File: config.mk
export PLATFORM = sky130hd
export DESIGN_NAME = case_value_decoder
export DESIGN_NICKNAME = d
export VERILOG_FILES = /design/src/case_dec_pkg.sv /design/src/case_value_decoder.sv /design/src/value_decoder.sv
export SDC_FILE = /design/constraint.sdc
export NUM_CORES = 1
export LEC_CHECK = 0
export CELL_PAD_IN_SITES_DETAIL_PLACEMENT = 0
export CELL_PAD_IN_SITES_GLOBAL_PLACEMENT = 1
export CORE_ASPECT_RATIO = 0.75
export CORE_MARGIN = 4
export CORE_UTILIZATION = 32
export CTS_CLUSTER_SIZE = 40
export DETAILED_ROUTE_END_ITERATION = 6
export DONT_BUFFER_PORTS = 1
export PLACE_DENSITY_LB_ADDON = 0.1
export SLEW_MARGIN = 20
export SYNTH_ARGS = -nofsm -noshare
export SYNTH_HDL_FRONTEND = slang
export SYNTH_SLANG_ARGS = --single-unit
File: constraint.sdc
create_clock -name mclk_i -period 1.7 [get_ports mclk_i]
set_clock_uncertainty 0.15 [all_clocks]
set_input_delay 0.17 -clock mclk_i [delete_from_list [all_inputs] [get_ports mclk_i]]
set_output_delay 0.17 -clock mclk_i [all_outputs]
set_load 0.01 [all_outputs]
File: src/case_dec_pkg.sv
// Shared constants, formats and carrier types for the case matcher and value decoder
package case_dec_pkg;

	// ==========================================================
	// Bus widths
	localparam int DATA_W = 8;
	localparam int VAL_W = 32;
	localparam int DEC_FRAC_W = 2;
	localparam int DEC_INT_W = DATA_W - DEC_FRAC_W;

	// ==========================================================
	// Number formats
	typedef enum logic [2:0]
	{
		FMT_SINT = 3'h1,
		FMT_SFRAC = 3'h2,
		FMT_UINT = 3'h4
	} fmt_t;

	// ==========================================================
	// Case table: one slot per listed case, up to three alternatives each
	localparam int NUM_SLOTS = 5;
	localparam int MAX_ALTS = 3;
	localparam int CASE_VAL [0:NUM_SLOTS-1][0:MAX_ALTS-1] = '{
		'{1, 2, 3},
		'{4, 0, 0},
		'{4, 6, 0},
		'{7, 0, 0},
		'{0, 0, 0}
	};
	// Alternatives in use per slot; an empty slot stands for a trailing separator
	localparam logic [MAX_ALTS-1:0] CASE_ALT_EN [0:NUM_SLOTS-1] = '{
		3'h7,
		3'h1,
		3'h3,
		3'h1,
		3'h0
	};

	// Count of real cases, skipping empty slots
	function automatic int count_cases();
		int n;
		n = 0;
		for (int s = 0; s < NUM_SLOTS; s++)
		begin
			if (CASE_ALT_EN[s] != '0)
				n++;
		end
		return n;
	endfunction : count_cases

	localparam int NUM_CASES = count_cases();

	// Slot that holds the given case output
	function automatic int slot_of_case(input int c);
		int n;
		int r;
		n = 0;
		r = 0;
		for (int s = 0; s < NUM_SLOTS; s++)
		begin
			if (CASE_ALT_EN[s] != '0)
			begin
				if (n == c)
					r = s;
				n++;
			end
		end
		return r;
	endfunction : slot_of_case

	// ==========================================================
	// Reset values
	localparam logic RST_BIT = 1'h0;

	// ==========================================================
	// Carrier of the case matcher result
	typedef struct packed
	{
		logic [NUM_CASES-1:0] hit;
		logic others;
	} case_res_t;

endpackage : case_dec_pkg

File: src/case_value_decoder.sv
// Multi-way case matcher with default output, and the single-value decoder
`timescale 1ns/1ns

// Function
// - One output per case, high on equality, only the earliest matching case
// - Compared bus is signed or unsigned integer
// - Trailing empty case is dropped, no output
// - Case output rises on any alternative
// - Default output high when no case high, only on an integer bus format
// - Pipeline option registers case outputs
// - Decoder output high on match, else low
// - Decoded value truncated to the bus width
// - Fraction bits only for signed fractional
// - Register option registers decoder match
// - Signed formats treat MSB as sign
// - Integer formats: width equals integer bits
module case_value_decoder
	import case_dec_pkg::*;
(
	input wire logic mclk_i,                         // System clock
	input wire logic rstn_i,                         // Synchronous reset, active low
	input wire logic [DATA_W-1:0] case_data_i,       // Case matcher input bus
	input wire fmt_t case_fmt_i,                     // Case matcher bus format
	input wire logic case_pipe_i,                    // Register the case outputs
	input wire logic case_dflt_en_i,                 // Enable the default output
	input wire logic [DATA_W-1:0] dec_data_i,        // Decoder input bus
	input wire fmt_t dec_fmt_i,                      // Decoder bus format
	input wire logic dec_reg_i,                      // Register the decoder output
	input wire logic signed [VAL_W-1:0] dec_value_i, // Decoded value
	output case_res_t case_res_o,                    // Case outputs and default output
	output logic case_any_o,                         // Some case output is high
	output logic case_fmt_err_o,                     // Unsupported format on case bus
	output logic dec_match_o                         // Decoder match
);

	// ==========================================================
	// Format helpers

	// True when a case value is representable in the bus format
	function automatic logic value_fits(input int v, input logic sgn);
		logic ok;
		if (sgn)
		begin
			ok = (v >= -(2 ** (DATA_W - 1))) && (v < (2 ** (DATA_W - 1)));
		end
		else
		begin
			ok = (v >= 0) && (v < (2 ** DATA_W));
		end
		return ok;
	endfunction : value_fits

	// Bus pattern of a case value
	function automatic logic [DATA_W-1:0] value_bits(input int v);
		logic [VAL_W-1:0] w;
		w = VAL_W'(v);
		return w[DATA_W-1:0];
	endfunction : value_bits

	// True when the bus equals any enabled alternative of a slot
	function automatic logic slot_match(
		input logic [DATA_W-1:0] d,
		input int s,
		input logic sgn
	);
		logic m;
		m = 1'h0;
		for (int a = 0; a < MAX_ALTS; a++)
		begin
			if (CASE_ALT_EN[s][a] && value_fits(CASE_VAL[s][a], sgn))
			begin
				if (d == value_bits(CASE_VAL[s][a]))
					m = 1'h1;
			end
		end
		return m;
	endfunction : slot_match

	// Keep only the lowest set bit: the earliest listed case wins
	function automatic logic [NUM_CASES-1:0] first_one(input logic [NUM_CASES-1:0] v);
		return v & (~v + NUM_CASES'(1));
	endfunction : first_one

	// ==========================================================
	// Case matcher decode
	wire logic case_signed;
	wire logic case_fmt_ok;
	logic [NUM_CASES-1:0] raw_hit;
	wire logic [NUM_CASES-1:0] hit_comb;
	wire logic others_comb;
	wire case_res_t res_comb;

	// Fractional formats are refused on the compared bus
	assign case_fmt_ok = (case_fmt_i == FMT_SINT) || (case_fmt_i == FMT_UINT);
	assign case_signed = (case_fmt_i == FMT_SINT);

	// Only non-empty slots map onto outputs
	always_comb
	begin
		raw_hit = '0;
		for (int c = 0; c < NUM_CASES; c++)
		begin
			raw_hit[c] = slot_match(case_data_i, slot_of_case(c), case_signed);
		end
	end

	assign hit_comb = case_fmt_ok ? first_one(raw_hit) : '0;
	assign others_comb = case_dflt_en_i && case_fmt_ok && (hit_comb == '0);
	assign res_comb = '{hit: hit_comb, others: others_comb};

	// ==========================================================
	// Case matcher pipeline register
	case_res_t res_ff;
	case_res_t nxt_res;

	assign nxt_res = rstn_i ? res_comb : '0;

	always_ff @(posedge mclk_i)
	begin
		res_ff <= nxt_res;
	end

	assign case_res_o = case_pipe_i ? res_ff : res_comb;

	// ==========================================================
	// Status outputs
	logic any_ff;
	logic fmt_err_ff;
	wire logic nxt_any;
	wire logic nxt_fmt_err;

	assign nxt_any = rstn_i ? (res_comb.hit != '0) : RST_BIT;
	assign nxt_fmt_err = rstn_i ? ~case_fmt_ok : RST_BIT;

	always_ff @(posedge mclk_i)
	begin
		any_ff <= nxt_any;
		fmt_err_ff <= nxt_fmt_err;
	end

	assign case_any_o = case_pipe_i ? any_ff : (res_comb.hit != '0);
	assign case_fmt_err_o = fmt_err_ff;

	// ==========================================================
	// Value decoder
	value_decoder u_value_decoder
	(
		.mclk_i(mclk_i),
		.rstn_i(rstn_i),
		.data_i(dec_data_i),
		.fmt_i(dec_fmt_i),
		.reg_en_i(dec_reg_i),
		.value_i(dec_value_i),
		.match_o(dec_match_o)
	);

endmodule : case_value_decoder

File: src/value_decoder.sv
// Single-value decoder with optional registered match output
`timescale 1ns/1ns
module value_decoder
	import case_dec_pkg::*;
(
	input wire logic mclk_i,                     // System clock
	input wire logic rstn_i,                     // Synchronous reset, active low
	input wire logic [DATA_W-1:0] data_i,        // Compared input bus
	input wire fmt_t fmt_i,                      // Input bus format
	input wire logic reg_en_i,                   // Register the match result
	input wire logic signed [VAL_W-1:0] value_i, // Decoded value, whole units
	output logic match_o                         // High on match
);

	// ==========================================================
	// Scale and truncate the decoded value to the bus format
	wire logic is_frac;
	wire logic [VAL_W-1:0] scaled;
	wire logic [DATA_W-1:0] cmp_value;
	wire logic match_comb;
	logic match_ff;
	logic nxt_match;

	assign is_frac = (fmt_i == FMT_SFRAC);
	// Integer formats have no fraction bits, so the whole bus is integer bits
	assign scaled = is_frac ? (value_i <<< DEC_FRAC_W) : value_i;
	assign cmp_value = scaled[DATA_W-1:0];
	// Equality over all bits covers the sign bit of signed formats
	assign match_comb = (data_i == cmp_value);

	// ==========================================================
	// Output register
	assign nxt_match = rstn_i ? match_comb : RST_BIT;

	always_ff @(posedge mclk_i)
	begin
		match_ff <= nxt_match;
	end

	assign match_o = reg_en_i ? match_ff : match_comb;

endmodule : value_decoder
Yosys cells after proc, flatten, opt, wreduce, memory -nomap -nowiden
Index checks and enable logic that the tools add are counted.
- $add $sub $neg: 1
- eq/ne operators: 10
- mux-type cells: 11
- bitwise operators: 3
- reduce and logical (&&, ||, !) cells: 5
- operators with widths (operator ; number):
    $eq 8x3->1 const B ; 3
    $eq 8x2->1 const B ; 2
    $eq 8x1->1 const B ; 1
    $eq 8x8->1 ; 1
    $mux 1 ; 8
    $mux 8 ; 1
    $mux 5 ; 1
    $add 4x1->4 const B ; 1
    $and 4x4->4 ; 1
    $logic_not 4->1 ; 1
    $mux 4 ; 1
    $not 4->4 ; 1
    $reduce_bool 4->1 ; 1
    $eq 3x1->1 const B ; 1
    $eq 3x2->1 const B ; 1
    $eq 3x3->1 const B ; 1
    $logic_and 1x1->1 ; 2
    $logic_or 1x1->1 ; 1
    $not 1->1 ; 1
- register bits: 8
- input port bits: 59
- output and inout bits: 8

Depth between registers and ports, before layout
- depth in word-level cells: 11
- gate-level depth with buffers: 6

By module
From an unflattened synthesis, not the netlist that was laid out.
- cells, all modules: 69
- area total of the unflattened synthesis: 639.4 sq um
- by module, submodules not included (module ; times used ; cells each ; area an instance (sq um) ; sequential area each (sq um)):
    case_value_decoder ; 1 ; 41 ; 396.6 ; 140.1
    value_decoder ; 1 ; 28 ; 242.7 ; 20.0

Worst setup path after synthesis
OpenSTA, ideal clock, no wires.
- kind: in2out
- start point: input port dec_fmt_i[0]
- end point: output port dec_match_o
- arrival time: 1570 ps
- required time: 1380 ps
- setup slack: -190 ps
- cell stages on the path: 6
- path through: or3b_1 -> buf_6 -> mux2i_1 -> a221oi_2 -> o211ai_1 -> o41ai_2
- longest elaborated chain between the ends: 4
- ends and longest elaborated chain (item ; line ; RTL):
    start: declaration ; case_value_decoder.sv:27 ; input wire fmt_t dec_fmt_i,
    $eq 3x2->1 ; value_decoder.sv:24 ; assign is_frac = (fmt_i == FMT_SFRAC);
    $mux 8 ; value_decoder.sv:26 ; assign scaled = is_frac ? (value_i <<< DEC_FRAC_W) : value_i;
    $eq 8x8->1 ; value_decoder.sv:29 ; assign match_comb = (data_i == cmp_value);
    $mux 1 ; value_decoder.sv:40 ; assign match_o = reg_en_i ? match_ff : match_comb;
    end: declaration ; case_value_decoder.sv:33 ; output logic dec_match_o
Every way passes these cells.

Worst setup path after layout
- start point: input port dec_fmt_i[2]
- end point: output port dec_match_o
The elaborated chain is that of the path after synthesis.

==> run_results.csv <==
group,metric,value,unit
synthesis,async_flop_share,0,
final_layout,antenna_cells,0,
global_routing,overflow,0,
die,start_util,0.343,
synthesis,yosys_warnings,0,
placement,place_hpwl,1350,microns
critical_path,crit_required,1.38,ns
status,violations,"negative setup slack",
global_routing,grt_pass1_wl,2770,microns
placement,gp_congestion,0.734,
die,die_x,58.1,microns
synthesis,synth_area_per_cell,7.52,sq um
synthesis,syn_nets,139,
critical_path,slowest_delay,0.45,ns
synthesis,synth_top_flop_cell,"dfxtp_1",
global_routing,grt_pass1_vias,654,
clock_network,cts_buffers,3,
routing,dr.first_iter.drc_count,16,
routing,antenna_left,0,
global_routing,use_met1,0.175,
global_routing,antenna_found_initial,0,
synthesis,synth-simple-area-share,0.322,
die,ioPinCount,67,
synthesis,yosys.area.top_type,"dfxtp_1",
sta,timing.final.ws_setup,-0.176,ns
critical_path,arrival,1.56,ns
sta,final-max-slew-violation-count,0,
critical_path,critPathLaunch,"dec_fmt_i[2]",
routing,routedWlPerCell,14.5,microns
final_layout,drive_above_1_share,0.225,
routing,via_count,655,
global_routing,track_usage,0.141,
synthesis,ys_ff_latch,8,
global_routing,use_met2,0.212,
synthesis,synth_edf_count,0,
placement,placed_area,686,sq um
die,dieArea,2650,sq um
die,placementRows,13,
power_and_ir_drop,p_leak,0.354,nW
sta,post-route-min-period,1.88,ns
sta,setup_violations,2,
clock_network,cts_root_buffer,"clkbuf_4",
global_routing,grt.busiest_layer,"met2",
die,die_y,45.6,microns
run,max-cap-violations,0,
final_layout,area_delta_synth_final,41.4,%
placement,port_buffers,0,
sta,hold_violations,0,
synthesis,synth-compound-area-share,0.218,
global_routing,use_met3,0.0737,
synthesis,synth_xor_area_frac,0.116,
sta,fin_crit_sh,1.10,
critical_path,critPathBufInv,0,
synthesis,syn_inst,80,
clock_network,cts_buffer_depth,2,
global_routing,grt_max_degree,9,
routing,drcViolationCount,0,
synthesis,synth_area_leaders,"dfxtp_1, nand2_1, xnor2_1",
clock_network,cts_tree,"yes",
clock_network,clkTransAtPathRegs,0.05,ns
hold_path,min_from,"rstn_i",
die,coreArea,1760,sq um
status,status,"finished, violations left",
clock_network,htreeDepth,1,
clock_network,clock_sinks,8,
synthesis,synth.top_cells.by_count,"nand2_1, nor2_1, dfxtp_1",
sta,tightestPinTransition,0.372,ns
routing,avgViaCountPerCell,5.28,
routing,dr.pass1.iters,4,
power_and_ir_drop,power.density,525,nW/um^2
critical_path,crit_chain,"or3b_4, mux2i_1, a221oi_2, o211ai_1, o41ai_2",
final_layout,nFillCells,181,
critical_path,cp.depth,5,
critical_path,setup.worst_path.end_class,"output port",
hold_path,worstHoldPathCells,2,
final_layout,regArea,160,sq um
synthesis,syn-cell-area,602,sq um
final_layout,final_core_util,0.484,
critical_path,path_max_fanout,4,
synthesis,ys_types,28,
final_layout,final_cell_area,851,sq um
critical_path,crit_slowest_cell,"o41ai_2",
synthesis,synth_top_family_by_area,"simple AND/OR/NAND/NOR gates",
synthesis,synth_top_area_frac,0.266,
power_and_ir_drop,ir_drop,0.355,mV
hold_path,hold_path.class,"primary input to register",
power_and_ir_drop,total_power,0.447,mW
synthesis,synthMostInstantiatedCell,"nand2_1",
sta,rsz0062_at_grt,"yes",
critical_path,startpoint_type,"primary input",
final_layout,fin_nets,163,
sta,max_freq,533,MHz
routing,routed_wl,1800,microns
placement,place_inst,110,
sta,maxSlewHeadroom,0.749,
synthesis,muxShareOfSynthArea,0.0333,
synthesis,synth_adder_area_share,0,
final_layout,layout.cells.non_filler,124,
critical_path,crit_type,"primary input to output port",
synthesis,ys_seq_area_frac,0.266,
final_layout,multiInputGateArea,450,sq um
critical_path,crit_family,"compound AO/OA/AOI/OAI gates",
[worst paths after layout]
kind	to	slack [ns]
hold / removal	res_ff[3]	0.04
setup / recovery	dec_match_o	-0.18
[final cells by class]
cell class,instances,share of cell area
clock buffers,3,0.0265
inverters,4,0.0176
multi-input cells,67,0.529
flip-flops and latches,8,0.188
well taps,22,0.0324
repair buffers,20,0.206
[per-layer routing]
metal  part of all wire  routed length [microns]
met1               0.42                      758
met2               0.43                      775
met3               0.15                      261
met4                  0                        0
met5                  0                        0
[logic make-up (layout without fill, tap and decap cells)]
| logic type | count (synthesis) | after routing |
|---|---|---|
| AND/OR/NAND/NOR | 39 | 39 |
| XOR/XNOR | 8 | 8 |
| multiplexers | 2 | 2 |
| buffers and inverters | 5 | 27 |
| AO/OA/AOI/OAI | 18 | 18 |
| flip-flops | 8 | 8 |
[power by group]
| group | total (mW) | switching, mW | internal (mW) |
|---|---|---|---|
| sequential | 0.193 | 0.00206 | 0.191 |
| combinational | 0.108 | 0.0456 | 0.0626 |
| clock | 0.146 | 0.0653 | 0.0808 |
[state kept, by name, summed over array words and instances, names as in the netlist]
| name | flops |
|---|---|
| any_ff | 1 |
| case_fmt_err_o | 1 |
| res_ff | 5 |
| u_value_decoder.match_ff | 1 |
[timing repair]
action	in CTS	in global routing
setup buffers	1	1
gates resized for setup	3	8
pin swaps	3	4
setup endpoints to repair	6	7
hold buffers	9	0
endpoints found under the hold margin	8	0
[cell usage in the layout (no fill, tap or decap)]
cell and instances:
a221oi_2 1, or4_4 1, nor2b_1 3, nor4_1 1, nor3b_1 1, o31ai_2 1
xor2_1 4, dlygate4sd3_1 8, o21ai_1 1, o21ai_0 4, o211ai_1 2, inv_1 4
clkbuf_4 3, nand2_1 12, o31ai_1 1, nand3_1 2, nand3b_1 1, nor4_2 1
buf_4 11, o21ai_2 1, and4_1 1, nand2b_1 2, nor2_2 1, o21bai_1 1
a21o_1 1, nor3_1 2, nor3_4 1, or3b_4 1, a21oi_1 3, nand4_1 1
a221o_1 1, xnor2_1 4, dlymetal6s4s_1 1, dfxtp_1 8, mux2i_1 2, nor2_1 8
o41ai_2 1
[metrics by stage]
step	worst slack [ns]	hold slack (ns)	setup TNS, ns
after floorplan	-0.190	0.0993	-0.190
after global routing	-0.278	0.0293	-0.368
after CTS	-0.184	0.0284	-0.305
after global placement	-0.215	0.102	-0.442
after detailed placement	-0.246	0.104	-0.625
final	-0.176	0.0371	-0.188
Power figures use the tool's default switching activity.
